### src/bcp_pkg.sv
package bcp_pkg;

  // ----------------------------------------------------------------
  // Decoded protection levels and write targets
  // ----------------------------------------------------------------
  typedef enum logic [1:0] {
    SEC_NONE = 2'h0,
    SEC_STANDARD = 2'h1,
    SEC_ENHANCED = 2'h2,
    SEC_HIGH = 2'h3
  } sec_t;

  typedef enum logic [1:0] {
    SEG_BOOT = 2'h0,
    SEG_GENERAL = 2'h1,
    SEG_CONFIG = 2'h2
  } seg_t;

  // ----------------------------------------------------------------
  // State machines
  // ----------------------------------------------------------------
  typedef enum logic [2:0] {
    OSC_START = 3'h1,
    OSC_FRC = 3'h2,
    OSC_USER = 3'h4
  } osc_state_t;

  typedef enum logic [2:0] {
    KEY_IDLE = 3'h1,
    KEY_HALF = 3'h2,
    KEY_OPEN = 3'h4
  } key_state_t;

  // ----------------------------------------------------------------
  // Carriers
  // ----------------------------------------------------------------
  typedef struct packed {
    logic [1:0] boot_seg_protect_level;
    logic boot_seg_present_n;
    logic boot_write_guard_n;
    logic [12:0] boot_page_limit;
    logic [1:0] general_seg_protect_level;
    logic user_mem_write_guard_n;
    logic config_write_guard_n;
    logic [2:0] config_seg_protect_level;
    logic swap_instr_disable;
    logic alt_vector_table_disable;
    logic two_speed_startup_enable;
    logic pwm_write_key_lock;
  } nv_cfg_t;

  typedef struct packed {
    logic [11:0] partition_boot_number;
    logic [11:0] partition_boot_number_inverse;
  } boot_seq_t;

  typedef struct packed {
    logic valid;
    seg_t seg;
  } nvm_wr_t;

  // ----------------------------------------------------------------
  // Register map and fields
  // ----------------------------------------------------------------
  localparam logic [11:0] ADDR_STATUS = 12'h000;
  localparam logic [11:0] ADDR_BOOT = 12'h004;
  localparam logic [11:0] ADDR_CTRL = 12'h008;
  localparam logic [11:0] ADDR_KEY = 12'h00C;
  localparam int CTRL_ALT_SEL_BIT = 8;
  localparam logic [31:0] CTRL_RESET = 32'h0000_0000;
  localparam int ST_BOOT_LVL = 0;
  localparam int ST_GEN_LVL = 2;
  localparam int ST_CFG_LVL = 4;
  localparam int ST_BOOT_EN = 6;
  localparam int ST_BOOT_WR = 7;
  localparam int ST_USER_WR = 8;
  localparam int ST_CFG_WR = 9;
  localparam int ST_SWAP_EN = 10;
  localparam int ST_ALT_VEC = 11;
  localparam int ST_FAST_RC = 12;
  localparam int ST_PWM_LOCK = 13;
  localparam int ST_PWM_OPEN = 14;
  localparam int ST_PART_B = 15;
  localparam int ST_SEQ_A_OK = 16;
  localparam int ST_SEQ_B_OK = 17;
  localparam logic [15:0] PWM_KEY_FIRST = 16'hA5A5;
  localparam logic [15:0] PWM_KEY_SECOND = 16'h5A5A;
  localparam logic [1:0] RESP_OKAY = 2'h0;
  localparam logic [1:0] RESP_SLVERR = 2'h2;

  // ----------------------------------------------------------------
  // Level decoders
  // ----------------------------------------------------------------
  function automatic sec_t sec_decode2(input logic [1:0] f);
    case (f)
      2'h3: sec_decode2 = SEC_NONE;
      2'h2: sec_decode2 = SEC_STANDARD;
      default: sec_decode2 = SEC_HIGH;
    endcase
  endfunction

  function automatic sec_t sec_decode3(input logic [2:0] f);
    case (f)
      3'h7: sec_decode3 = SEC_NONE;
      3'h6: sec_decode3 = SEC_STANDARD;
      3'h5, 3'h4: sec_decode3 = SEC_ENHANCED;
      default: sec_decode3 = SEC_HIGH;
    endcase
  endfunction

endpackage

### src/partition_pick.sv
`timescale 1ns/1ns
module partition_pick #(
  parameter int SEQ_W = 12
) (
  // Clock and reset
  input wire logic aclk,
  input wire logic aresetn,
  // Captured sequence numbers
  input wire logic dual_mode,
  input wire logic [SEQ_W-1:0] seq_a,
  input wire logic [SEQ_W-1:0] inv_a,
  input wire logic [SEQ_W-1:0] seq_b,
  input wire logic [SEQ_W-1:0] inv_b,
  // Choice
  output logic part_b_r,
  output logic a_ok_r,
  output logic b_ok_r
);

  if (SEQ_W < 1) begin : g_chk
    $error("partition_pick: SEQ_W must be at least 1.");
  end

  logic a_ok;
  logic b_ok;

  // A number whose stored inverse disagrees is not trusted at all.
  assign a_ok = dual_mode && ((seq_a ^ inv_a) == {SEQ_W{1'b1}});
  assign b_ok = dual_mode && ((seq_b ^ inv_b) == {SEQ_W{1'b1}});

  always_ff @(posedge aclk) begin
    if (!aresetn) begin
      part_b_r <= 1'b0;
      a_ok_r <= 1'b0;
      b_ok_r <= 1'b0;
    end else begin
      a_ok_r <= a_ok;
      b_ok_r <= b_ok;
      // Lower number wins; a tie or two bad numbers fall back to A.
      part_b_r <= b_ok && (!a_ok || (seq_b < seq_a));
    end
  end

endmodule // partition_pick

### src/boot_code_protect_config.sv
// Local design decisions: the register addresses and the AXI4-Lite register port.
`timescale 1ns/1ns
// Operation
// - Boot level: 11 none, 10 standard, 0x high.
// - Presence bit 1 means no boot segment.
// - Boot writes allowed only when guard bit 1.
// - Page limit stored inverted; last page is complement.
// - General level: 11 none, 10 standard, 0x high.
// - User memory writes allowed only when guard 1.
// - Configuration writes allowed only when guard 1.
// - Config level: 111,110,10x,0xx ascending security.
// - Swap instruction ignored while its disable bit 1.
// - Lower valid sequence number selects active partition.
// - Sequence number invalid unless inverse matches complement.
// - Alternate table needs disable 0 and select 1.
// - Alternate table needs an enabled boot segment.
// - Two-speed start runs fast RC until ready.
// - Locked PWM registers need key sequence first.
module boot_code_protect_config #(
  parameter int ADDR_W = 12
) (
  // Clock and reset
  input wire logic aclk,
  input wire logic aresetn,
  // Nonvolatile configuration
  input wire bcp_pkg::nv_cfg_t nv_cfg,
  input wire bcp_pkg::boot_seq_t seq_a,
  input wire bcp_pkg::boot_seq_t seq_b,
  input wire logic dual_partition_mode,
  // Oscillator start-up
  input wire logic user_osc_ready,
  output bcp_pkg::osc_state_t osc_state_r,
  output logic fast_rc_sel_r,
  // Program memory write checks
  input wire bcp_pkg::nvm_wr_t nvm_wr,
  output logic nvm_wr_grant_r,
  output logic nvm_wr_refuse_r,
  // Swap instruction
  input wire logic swap_instr_req,
  output logic swap_instr_fire_r,
  // PWM register writes
  input wire logic pwm_wr_req,
  output logic pwm_wr_accept_r,
  output logic pwm_wr_reject_r,
  // Decoded protection
  output bcp_pkg::sec_t boot_level_r,
  output bcp_pkg::sec_t general_level_r,
  output bcp_pkg::sec_t config_level_r,
  output logic boot_seg_en_r,
  output logic [12:0] boot_last_page_r,
  output logic boot_wr_allow_r,
  output logic user_wr_allow_r,
  output logic cfg_wr_allow_r,
  output logic swap_instr_en_r,
  output logic alt_vector_en_r,
  output logic part_b_active_r,
  // AXI4-Lite write
  input wire logic [ADDR_W-1:0] s_axi_awaddr,
  input wire logic s_axi_awvalid,
  output logic s_axi_awready,
  input wire logic [31:0] s_axi_wdata,
  input wire logic [3:0] s_axi_wstrb,
  input wire logic s_axi_wvalid,
  output logic s_axi_wready,
  output logic [1:0] s_axi_bresp,
  output logic s_axi_bvalid,
  input wire logic s_axi_bready,
  // AXI4-Lite read
  input wire logic [ADDR_W-1:0] s_axi_araddr,
  input wire logic s_axi_arvalid,
  output logic s_axi_arready,
  output logic [31:0] s_axi_rdata,
  output logic [1:0] s_axi_rresp,
  output logic s_axi_rvalid,
  input wire logic s_axi_rready
);

  // The register decode compares twelve address bits, so a narrower bus cannot be served.
  if (ADDR_W < 12) begin : g_chk
    $error("boot_code_protect_config: ADDR_W must be at least 12.");
  end

  // ----------------------------------------------------------------
  // Captured configuration
  // ----------------------------------------------------------------
  bcp_pkg::nv_cfg_t cfg_r;
  bcp_pkg::boot_seq_t seq_a_r;
  bcp_pkg::boot_seq_t seq_b_r;
  logic dual_r;
  logic a_ok_r;
  logic b_ok_r;

  // Sampling only while reset is held keeps every decode stable at run time except alt_vector_en_r, which follows the CTRL select bit.
  always_ff @(posedge aclk) begin
    if (!aresetn) begin
      cfg_r <= nv_cfg;
      seq_a_r <= seq_a;
      seq_b_r <= seq_b;
      dual_r <= dual_partition_mode;
    end
  end

  partition_pick #(
    .SEQ_W(12)
  ) u_pick (
    .aclk(aclk),
    .aresetn(aresetn),
    .dual_mode(dual_r),
    .seq_a(seq_a_r.partition_boot_number),
    .inv_a(seq_a_r.partition_boot_number_inverse),
    .seq_b(seq_b_r.partition_boot_number),
    .inv_b(seq_b_r.partition_boot_number_inverse),
    .part_b_r(part_b_active_r),
    .a_ok_r(a_ok_r),
    .b_ok_r(b_ok_r)
  );

  // ----------------------------------------------------------------
  // Decode
  // ----------------------------------------------------------------
  logic [31:0] ctrl_r;

  // Reset values are the most restrictive reading of every field.
  always_ff @(posedge aclk) begin
    if (!aresetn) begin
      boot_level_r <= bcp_pkg::SEC_HIGH;
      general_level_r <= bcp_pkg::SEC_HIGH;
      config_level_r <= bcp_pkg::SEC_HIGH;
      boot_seg_en_r <= 1'b0;
      boot_last_page_r <= 13'h0000;
      boot_wr_allow_r <= 1'b0;
      user_wr_allow_r <= 1'b0;
      cfg_wr_allow_r <= 1'b0;
      swap_instr_en_r <= 1'b0;
      alt_vector_en_r <= 1'b0;
    end else begin
      boot_level_r <= bcp_pkg::sec_decode2(cfg_r.boot_seg_protect_level);
      general_level_r <= bcp_pkg::sec_decode2(cfg_r.general_seg_protect_level);
      config_level_r <= bcp_pkg::sec_decode3(cfg_r.config_seg_protect_level);
      boot_seg_en_r <= !cfg_r.boot_seg_present_n;
      boot_last_page_r <= cfg_r.boot_seg_present_n ? 13'h0000 : ~cfg_r.boot_page_limit;
      boot_wr_allow_r <= !cfg_r.boot_seg_present_n && cfg_r.boot_write_guard_n;
      user_wr_allow_r <= cfg_r.user_mem_write_guard_n;
      cfg_wr_allow_r <= cfg_r.config_write_guard_n;
      swap_instr_en_r <= !cfg_r.swap_instr_disable;
      alt_vector_en_r <= !cfg_r.alt_vector_table_disable && ctrl_r[bcp_pkg::CTRL_ALT_SEL_BIT]
                         && !cfg_r.boot_seg_present_n;
    end
  end

  // ----------------------------------------------------------------
  // Write checks and swap instruction
  // ----------------------------------------------------------------
  logic seg_allow;

  always_comb begin
    case (nvm_wr.seg)
      bcp_pkg::SEG_BOOT: seg_allow = boot_wr_allow_r;
      bcp_pkg::SEG_GENERAL: seg_allow = user_wr_allow_r;
      bcp_pkg::SEG_CONFIG: seg_allow = cfg_wr_allow_r;
      default: seg_allow = 1'b0;
    endcase
  end

  always_ff @(posedge aclk) begin
    if (!aresetn) begin
      nvm_wr_grant_r <= 1'b0;
      nvm_wr_refuse_r <= 1'b0;
      swap_instr_fire_r <= 1'b0;
    end else begin
      nvm_wr_grant_r <= nvm_wr.valid && seg_allow;
      nvm_wr_refuse_r <= nvm_wr.valid && !seg_allow;
      swap_instr_fire_r <= swap_instr_req && swap_instr_en_r;
    end
  end

  // ----------------------------------------------------------------
  // Oscillator start-up
  // ----------------------------------------------------------------
  always_ff @(posedge aclk) begin
    if (!aresetn) begin
      osc_state_r <= bcp_pkg::OSC_START;
      fast_rc_sel_r <= 1'b0;
    end else begin
      case (osc_state_r)
        bcp_pkg::OSC_START: begin
          if (cfg_r.two_speed_startup_enable) begin
            osc_state_r <= bcp_pkg::OSC_FRC;
            fast_rc_sel_r <= 1'b1;
          end else begin
            osc_state_r <= bcp_pkg::OSC_USER;
          end
        end
        bcp_pkg::OSC_FRC: begin
          if (user_osc_ready) begin
            osc_state_r <= bcp_pkg::OSC_USER;
            fast_rc_sel_r <= 1'b0;
          end
        end
        bcp_pkg::OSC_USER: fast_rc_sel_r <= 1'b0;
        default: begin
          osc_state_r <= bcp_pkg::OSC_START;
          fast_rc_sel_r <= 1'b0;
        end
      endcase
    end
  end

  // ----------------------------------------------------------------
  // Register bus
  // ----------------------------------------------------------------
  logic aw_have_r;
  logic w_have_r;
  logic [ADDR_W-1:0] awaddr_r;
  logic [31:0] wdata_r;
  logic [3:0] wstrb_r;
  logic wr_fire;
  logic key_wr;
  logic [31:0] rdata_nxt;
  logic [1:0] rresp_nxt;
  bcp_pkg::key_state_t key_st_r;

  assign wr_fire = aw_have_r && w_have_r && !s_axi_bvalid;
  assign key_wr = wr_fire && (awaddr_r[11:0] == bcp_pkg::ADDR_KEY) && (wstrb_r[1:0] == 2'h3);

  always_ff @(posedge aclk) begin
    if (!aresetn) begin
      aw_have_r <= 1'b0;
      w_have_r <= 1'b0;
      s_axi_awready <= 1'b0;
      s_axi_wready <= 1'b0;
      awaddr_r <= '0;
      wdata_r <= 32'h0000_0000;
      wstrb_r <= 4'h0;
    end else begin
      if (s_axi_awvalid && s_axi_awready) begin
        aw_have_r <= 1'b1;
        awaddr_r <= s_axi_awaddr;
        s_axi_awready <= 1'b0;
      end else if (wr_fire) begin
        aw_have_r <= 1'b0;
      end else if (!aw_have_r && !s_axi_bvalid) begin
        s_axi_awready <= 1'b1;
      end
      if (s_axi_wvalid && s_axi_wready) begin
        w_have_r <= 1'b1;
        wdata_r <= s_axi_wdata;
        wstrb_r <= s_axi_wstrb;
        s_axi_wready <= 1'b0;
      end else if (wr_fire) begin
        w_have_r <= 1'b0;
      end else if (!w_have_r && !s_axi_bvalid) begin
        s_axi_wready <= 1'b1;
      end
    end
  end

  always_ff @(posedge aclk) begin
    if (!aresetn) begin
      s_axi_bvalid <= 1'b0;
      s_axi_bresp <= bcp_pkg::RESP_OKAY;
      ctrl_r <= bcp_pkg::CTRL_RESET;
    end else if (wr_fire) begin
      s_axi_bvalid <= 1'b1;
      s_axi_bresp <= bcp_pkg::RESP_OKAY;
      case (awaddr_r[11:0])
        bcp_pkg::ADDR_CTRL: begin
          if (wstrb_r[1]) begin
            ctrl_r[bcp_pkg::CTRL_ALT_SEL_BIT] <= wdata_r[bcp_pkg::CTRL_ALT_SEL_BIT];
          end
        end
        bcp_pkg::ADDR_STATUS, bcp_pkg::ADDR_BOOT, bcp_pkg::ADDR_KEY: ;
        default: s_axi_bresp <= bcp_pkg::RESP_SLVERR;
      endcase
    end else if (s_axi_bready) begin
      s_axi_bvalid <= 1'b0;
    end
  end

  always_comb begin
    rdata_nxt = 32'h0000_0000;
    rresp_nxt = bcp_pkg::RESP_OKAY;
    case (s_axi_araddr[11:0])
      bcp_pkg::ADDR_STATUS: begin
        rdata_nxt[bcp_pkg::ST_BOOT_LVL +: 2] = boot_level_r;
        rdata_nxt[bcp_pkg::ST_GEN_LVL +: 2] = general_level_r;
        rdata_nxt[bcp_pkg::ST_CFG_LVL +: 2] = config_level_r;
        rdata_nxt[bcp_pkg::ST_BOOT_EN] = boot_seg_en_r;
        rdata_nxt[bcp_pkg::ST_BOOT_WR] = boot_wr_allow_r;
        rdata_nxt[bcp_pkg::ST_USER_WR] = user_wr_allow_r;
        rdata_nxt[bcp_pkg::ST_CFG_WR] = cfg_wr_allow_r;
        rdata_nxt[bcp_pkg::ST_SWAP_EN] = swap_instr_en_r;
        rdata_nxt[bcp_pkg::ST_ALT_VEC] = alt_vector_en_r;
        rdata_nxt[bcp_pkg::ST_FAST_RC] = fast_rc_sel_r;
        rdata_nxt[bcp_pkg::ST_PWM_LOCK] = cfg_r.pwm_write_key_lock;
        rdata_nxt[bcp_pkg::ST_PWM_OPEN] = (key_st_r == bcp_pkg::KEY_OPEN);
        rdata_nxt[bcp_pkg::ST_PART_B] = part_b_active_r;
        rdata_nxt[bcp_pkg::ST_SEQ_A_OK] = a_ok_r;
        rdata_nxt[bcp_pkg::ST_SEQ_B_OK] = b_ok_r;
      end
      bcp_pkg::ADDR_BOOT: rdata_nxt[12:0] = boot_last_page_r;
      bcp_pkg::ADDR_CTRL: rdata_nxt = ctrl_r;
      bcp_pkg::ADDR_KEY: ;
      default: rresp_nxt = bcp_pkg::RESP_SLVERR;
    endcase
  end

  always_ff @(posedge aclk) begin
    if (!aresetn) begin
      s_axi_arready <= 1'b0;
      s_axi_rvalid <= 1'b0;
      s_axi_rdata <= 32'h0000_0000;
      s_axi_rresp <= bcp_pkg::RESP_OKAY;
    end else if (s_axi_arvalid && s_axi_arready) begin
      s_axi_arready <= 1'b0;
      s_axi_rvalid <= 1'b1;
      s_axi_rdata <= rdata_nxt;
      s_axi_rresp <= rresp_nxt;
    end else if (s_axi_rvalid) begin
      if (s_axi_rready) begin
        s_axi_rvalid <= 1'b0;
      end
    end else begin
      s_axi_arready <= 1'b1;
    end
  end

  // ----------------------------------------------------------------
  // PWM key sequence
  // ----------------------------------------------------------------
  // One key sequence opens exactly one PWM write, so a stray write cannot reuse it.
  always_ff @(posedge aclk) begin
    if (!aresetn) begin
      key_st_r <= bcp_pkg::KEY_IDLE;
      pwm_wr_accept_r <= 1'b0;
      pwm_wr_reject_r <= 1'b0;
    end else begin
      pwm_wr_accept_r <= pwm_wr_req
                         && (!cfg_r.pwm_write_key_lock || key_st_r == bcp_pkg::KEY_OPEN);
      pwm_wr_reject_r <= pwm_wr_req && cfg_r.pwm_write_key_lock
                         && (key_st_r != bcp_pkg::KEY_OPEN);
      case (key_st_r)
        bcp_pkg::KEY_IDLE: begin
          if (key_wr && wdata_r[15:0] == bcp_pkg::PWM_KEY_FIRST) begin
            key_st_r <= bcp_pkg::KEY_HALF;
          end
        end
        bcp_pkg::KEY_HALF: begin
          if (key_wr) begin
            key_st_r <= (wdata_r[15:0] == bcp_pkg::PWM_KEY_SECOND) ? bcp_pkg::KEY_OPEN
                                                                    : bcp_pkg::KEY_IDLE;
          end
        end
        bcp_pkg::KEY_OPEN: begin
          if (pwm_wr_req) begin
            key_st_r <= bcp_pkg::KEY_IDLE;
          end
        end
        default: key_st_r <= bcp_pkg::KEY_IDLE;
      endcase
    end
  end

  logic up_r;
  always_ff @(posedge aclk) begin
    if (!aresetn) begin
      up_r <= 1'b0;
    end else begin
      up_r <= 1'b1;
    end
  end
endmodule // boot_code_protect_config

### config.mk
export PLATFORM = sky130hd
export DESIGN_NAME = boot_code_protect_config
export DESIGN_NICKNAME = d
export VERILOG_FILES = /design/src/bcp_pkg.sv /design/src/partition_pick.sv /design/src/boot_code_protect_config.sv
export SDC_FILE = /design/constraint.sdc
export NUM_CORES = 1
export LEC_CHECK = 0
export ABC_AREA = 1
export BUFFER_PORTS_ARGS = -buffer_cell sky130_fd_sc_hd__buf_2
export CAP_MARGIN = 10
export CORE_MARGIN = 4
export CORE_UTILIZATION = 30
export CTS_CLUSTER_SIZE = 16
export DETAILED_ROUTE_END_ITERATION = 12
export GPL_TIMING_DRIVEN = 0
export PLACE_DENSITY_LB_ADDON = 0.08
export SLEW_MARGIN = 20
export SYNTH_ARGS = -nofsm -noshare
export SYNTH_HDL_FRONTEND = slang
export SYNTH_SLANG_ARGS = --single-unit
### constraint.sdc
create_clock -name aclk -period 4.7 [get_ports aclk]
set_input_delay 0 -clock aclk [delete_from_list [all_inputs] [get_ports aclk]]
set_output_delay 0 -clock aclk [all_outputs]
set_load 0.05 [all_outputs]
==> run_summary.xml <==
<?xml version="1.0" encoding="UTF-8"?>
<metrics>
  <group name="layout">
    <metric name="fillers" unit="">2120</metric>
    <metric name="postLayoutCellArea" unit="um^2">9943</metric>
    <metric name="flow.area_growth_from_synthesis" unit="%">47.96</metric>
    <metric name="final_cells" unit="">1320</metric>
    <metric name="highest_count_cells_in_the_layout_ignoring_fill_and_taps" unit="">buf_2 (198), dlygate4sd3_1 (119), nor2_1 (111), nand2_1 (98), dfxtp_1 (98)</metric>
    <metric name="post_route_cells_drive_above_1_share" unit="">0.2579</metric>
    <metric name="final_net_count" unit="">1187</metric>
    <metric name="multiInputGateArea" unit="um^2">2058</metric>
    <metric name="mostFrequentLayoutCell" unit="">buf_2</metric>
    <metric name="seqCellArea" unit="um^2">4274</metric>
  </group>
  <group name="timing">
    <metric name="grt_setup_unrepaired" unit="">no</metric>
    <metric name="fmax" unit="GHz">0.5047</metric>
    <metric name="worstMarginPinSlew" unit="ns">0.6599</metric>
    <metric name="layout_worst_path_cycle_share" unit="">0.4215</metric>
    <metric name="period_needed" unit="ns">1.981</metric>
    <metric name="hold_viol_final" unit="">0</metric>
    <metric name="max_slew_margin" unit="">0.5601</metric>
    <metric name="setup_total_negative_slack" unit="ns">0</metric>
    <metric name="timing.clock.skew" unit="ns">0.01181</metric>
    <metric name="maxSlewViolCount" unit="">0</metric>
    <metric name="setup-violations-final" unit="">0</metric>
  </group>
  <group name="logic_synthesis">
    <metric name="synth.largest_area_cell" unit="">edfxtp_1</metric>
    <metric name="syn_area" unit="um^2">6720</metric>
    <metric name="synthDominantCellAreaShare" unit="">0.3441</metric>
    <metric name="synth-seq-area-share" unit="">0.6360</metric>
    <metric name="ys_ff_latch" unit="">175</metric>
    <metric name="synthTopCellsByArea" unit="">edfxtp_1 (34%), dfxtp_1 (29%), nor2_1 (6.2%)</metric>
    <metric name="synth_area_per_cell" unit="um^2">9.868</metric>
    <metric name="yosys_warnings" unit="">0</metric>
    <metric name="synth_cell_type_count" unit="">36</metric>
    <metric name="synthCells" unit="">681</metric>
  </group>
  <group name="cts">
    <metric name="h_tree_level_count" unit="">4</metric>
    <metric name="clkTransAtPathRegs" unit="ns">0.07</metric>
    <metric name="cts-resized-gates" unit="">0</metric>
    <metric name="cts_tree" unit="">done</metric>
    <metric name="clock_sink_count" unit="">175</metric>
    <metric name="cts_root_buffer" unit="">clkbuf_16</metric>
    <metric name="cts_made_buffers" unit="">17</metric>
    <metric name="worst_skew_pair.late_latency" unit="ns">0.43</metric>
    <metric name="cts-root-to-sink-buffers" unit="">2</metric>
  </group>
  <group name="route">
    <metric name="via_per_inst" unit="">4.274</metric>
    <metric name="highest-signal-layer" unit="">met4</metric>
    <metric name="first_iter_violations" unit="">205</metric>
    <metric name="routed-wl-met2" unit="mm">8.848</metric>
    <metric name="drtPass1Iterations" unit="">4</metric>
    <metric name="route.met3.wl" unit="um">946</metric>
    <metric name="antenna_violating_nets_post_route" unit="">0</metric>
    <metric name="total_via_count_after_detailed_routing" unit="">5642</metric>
    <metric name="drt_wl_total" unit="mm">19.04</metric>
    <metric name="wire_per_inst" unit="um">14.42</metric>
    <metric name="post-route-drc-count" unit="">0</metric>
    <metric name="detail_route.wirelength.met1" unit="mm">8.967</metric>
  </group>
  <group name="power">
    <metric name="net-switching-power" unit="mW">1.053</metric>
    <metric name="p_sw_frac" unit="">0.2745</metric>
    <metric name="leakagePower" unit="nW">4.437</metric>
    <metric name="p_seq_frac" unit="">0.461</metric>
    <metric name="power.clock.fraction" unit="">0.393</metric>
    <metric name="worst_ir_drop_vdd" unit="mV">0.2093</metric>
    <metric name="internal_power" unit="mW">2.783</metric>
    <metric name="pwr-share-comb" unit="">0.146</metric>
    <metric name="power_per_cell_area" unit="nW/um^2">385.7</metric>
  </group>
  <group name="setup_path">
    <metric name="crit_fanout" unit="">34</metric>
    <metric name="crit_type" unit="">in2reg</metric>
    <metric name="worstSetupStartpointType" unit="">primary input</metric>
    <metric name="cp_data_arrival_time" unit="ns">2.10</metric>
    <metric name="worstSetupEndpointType" unit="">flop</metric>
    <metric name="worst_ep_required_time" unit="ns">4.82</metric>
  </group>
  <group name="floorplan">
    <metric name="core.rowCount" unit="">54</metric>
    <metric name="die_w" unit="um">157.7</metric>
    <metric name="die_area" unit="um^2">24860</metric>
    <metric name="fp.dieH" unit="um">157.7</metric>
    <metric name="core" unit="um^2">21960</metric>
    <metric name="initial_core_util" unit="">0.3060</metric>
    <metric name="io_pins" unit="">226</metric>
  </group>
  <group name="min_path">
    <metric name="worstHoldPathType" unit="">in2reg</metric>
  </group>
  <group name="global_routing">
    <metric name="grt_pass1_wl" unit="mm">30.02</metric>
    <metric name="pin_count_of_the_biggest_net_entering_global_routing" unit="">35</metric>
    <metric name="grt_remaining_overflow" unit="">0</metric>
    <metric name="grt_pass1_vias" unit="">5768</metric>
    <metric name="global_route.usage.total" unit="">0.1568</metric>
    <metric name="grt_antenna_before_repair" unit="">1</metric>
  </group>
  <group name="place">
    <metric name="weighted_congestion_reported_at_the_end_of_routability_driven_placement" unit="">0.7646</metric>
    <metric name="placed_instances" unit="">1168</metric>
    <metric name="port_buffers" unit="">190</metric>
    <metric name="placed_cell_area" unit="um^2">8119</metric>
    <metric name="place_hpwl" unit="mm">13.75</metric>
  </group>
  <group name="run_status">
    <metric name="run_status" unit="">completed</metric>
  </group>
  <group name="run">
    <metric name="max_cap_violations" unit="">0</metric>
  </group>
</metrics>
## kinds of logic after synthesis
family / Yosys count / synth area share
flops: 175 / 0.6360
compound gates: 104 / 0.08788
fa+ha+maj: 11 / 0.02048
other cells: 1 / 0.0005580
simple gates: 285 / 0.1799
xor+xnor: 7 / 0.009123
buf+inv: 98 / 0.06610
## registers in the layout, indices dropped and copies added (netlist names), 2 cells and up
register / flops
awaddr_r: 12
boot_last_page_r: 13
boot_level_r: 2
cfg_r: 28
config_level_r: 2
general_level_r: 2
key_st_r: 3
osc_state_r: 3
s_axi_rdata: 18
seq_a_r: 24
seq_b_r: 24
wdata_r: 16
wstrb_r: 2
## metrics by stage
step,total power [mW],setup slack (ns),hold WS [ns],utilization
detailed placement,2.285,2.782,0.1781,0.3697
global placement,2.285,0.08585,0.1769,0.3679
CTS,3.882,2.680,0.02483,0.4527
finish,3.836,2.719,0.04340,0.4528
global route,4.025,2.579,0.06252,0.4528
floorplan,2.121,1.649,0.09887,-
## final timing paths
check | slack (ns) | to | depth (start not counted) | from
max | 2.72 | seq_b_r[15] | 6 | aresetn
min | 0.04 | awaddr_r[1] | 4 | s_axi_awvalid
max reg2reg | 2.89 | nvm_wr_grant_r | 5 | boot_wr_allow_r
min reg2reg | 0.40 | boot_last_page_r[6] | 1 | cfg_r[17]
## metal layers
metal / vias to the layer above / track usage
met5: - / 0
met3: 17 / 0.04210
li1: 2947 / -
met1: 2539 / 0.2049
met2: 139 / 0.2566
met4: 0 / 0.04506
## repair_timing
action | 4_1_cts | 5_1_grt
endpoints found under the hold margin | 120 | 0
hold buffers | 119 | 0
setup buffers | 0 | 0
## critical path, stage by stage
cell and delay [ns]:
dlygate4sd3_1 0.55, buf_2 0.20, inv_2 0.21, buf_2 0.58, buf_12 0.29, buf_12 0.23
## Yosys cell counts (all sizes together)
library cell	number
nor4	1
and3	1
clkbuf	9
o21a	1
o31ai	3
nand2	98
a22o	13
ha	11
nor3b	1
xnor2	5
o21ai	51
buf	26
clkinv	2
dfxtp	98
a21oi	29
nand4	7
nand3	48
edfxtp	77
inv	61
a211oi	1
o22ai	3
a31oi	2
or2	3
nor3	11
conb	1
nor2	115
xor2	2
o211ai	1
## area by class of cell
cell class              count  share of cell area
flip-flops and latches    175              0.4298
repair buffers            311              0.2195
multi-input cells         423              0.2070
clock buffers              20             0.04706
well taps                 280             0.03523
inverters                  63             0.02378
plain buffers              35             0.02101
clock inverters            12             0.01636
diodes                      1           0.0002517
## power by group through the flow
stage | Clock [mW] | Sequential, mW | Combinational (mW)
final | 1.51 | 1.77 | 0.558
after global routing | 1.62 | 1.78 | 0.623
after CTS | 1.55 | 1.77 | 0.560
after detailed placement | 0 | 1.80 | 0.482
after global placement | 0 | 1.81 | 0.477
after floorplan | 0 | 1.87 | 0.251
No activity file was read; power rests on OpenSTA's default activity.
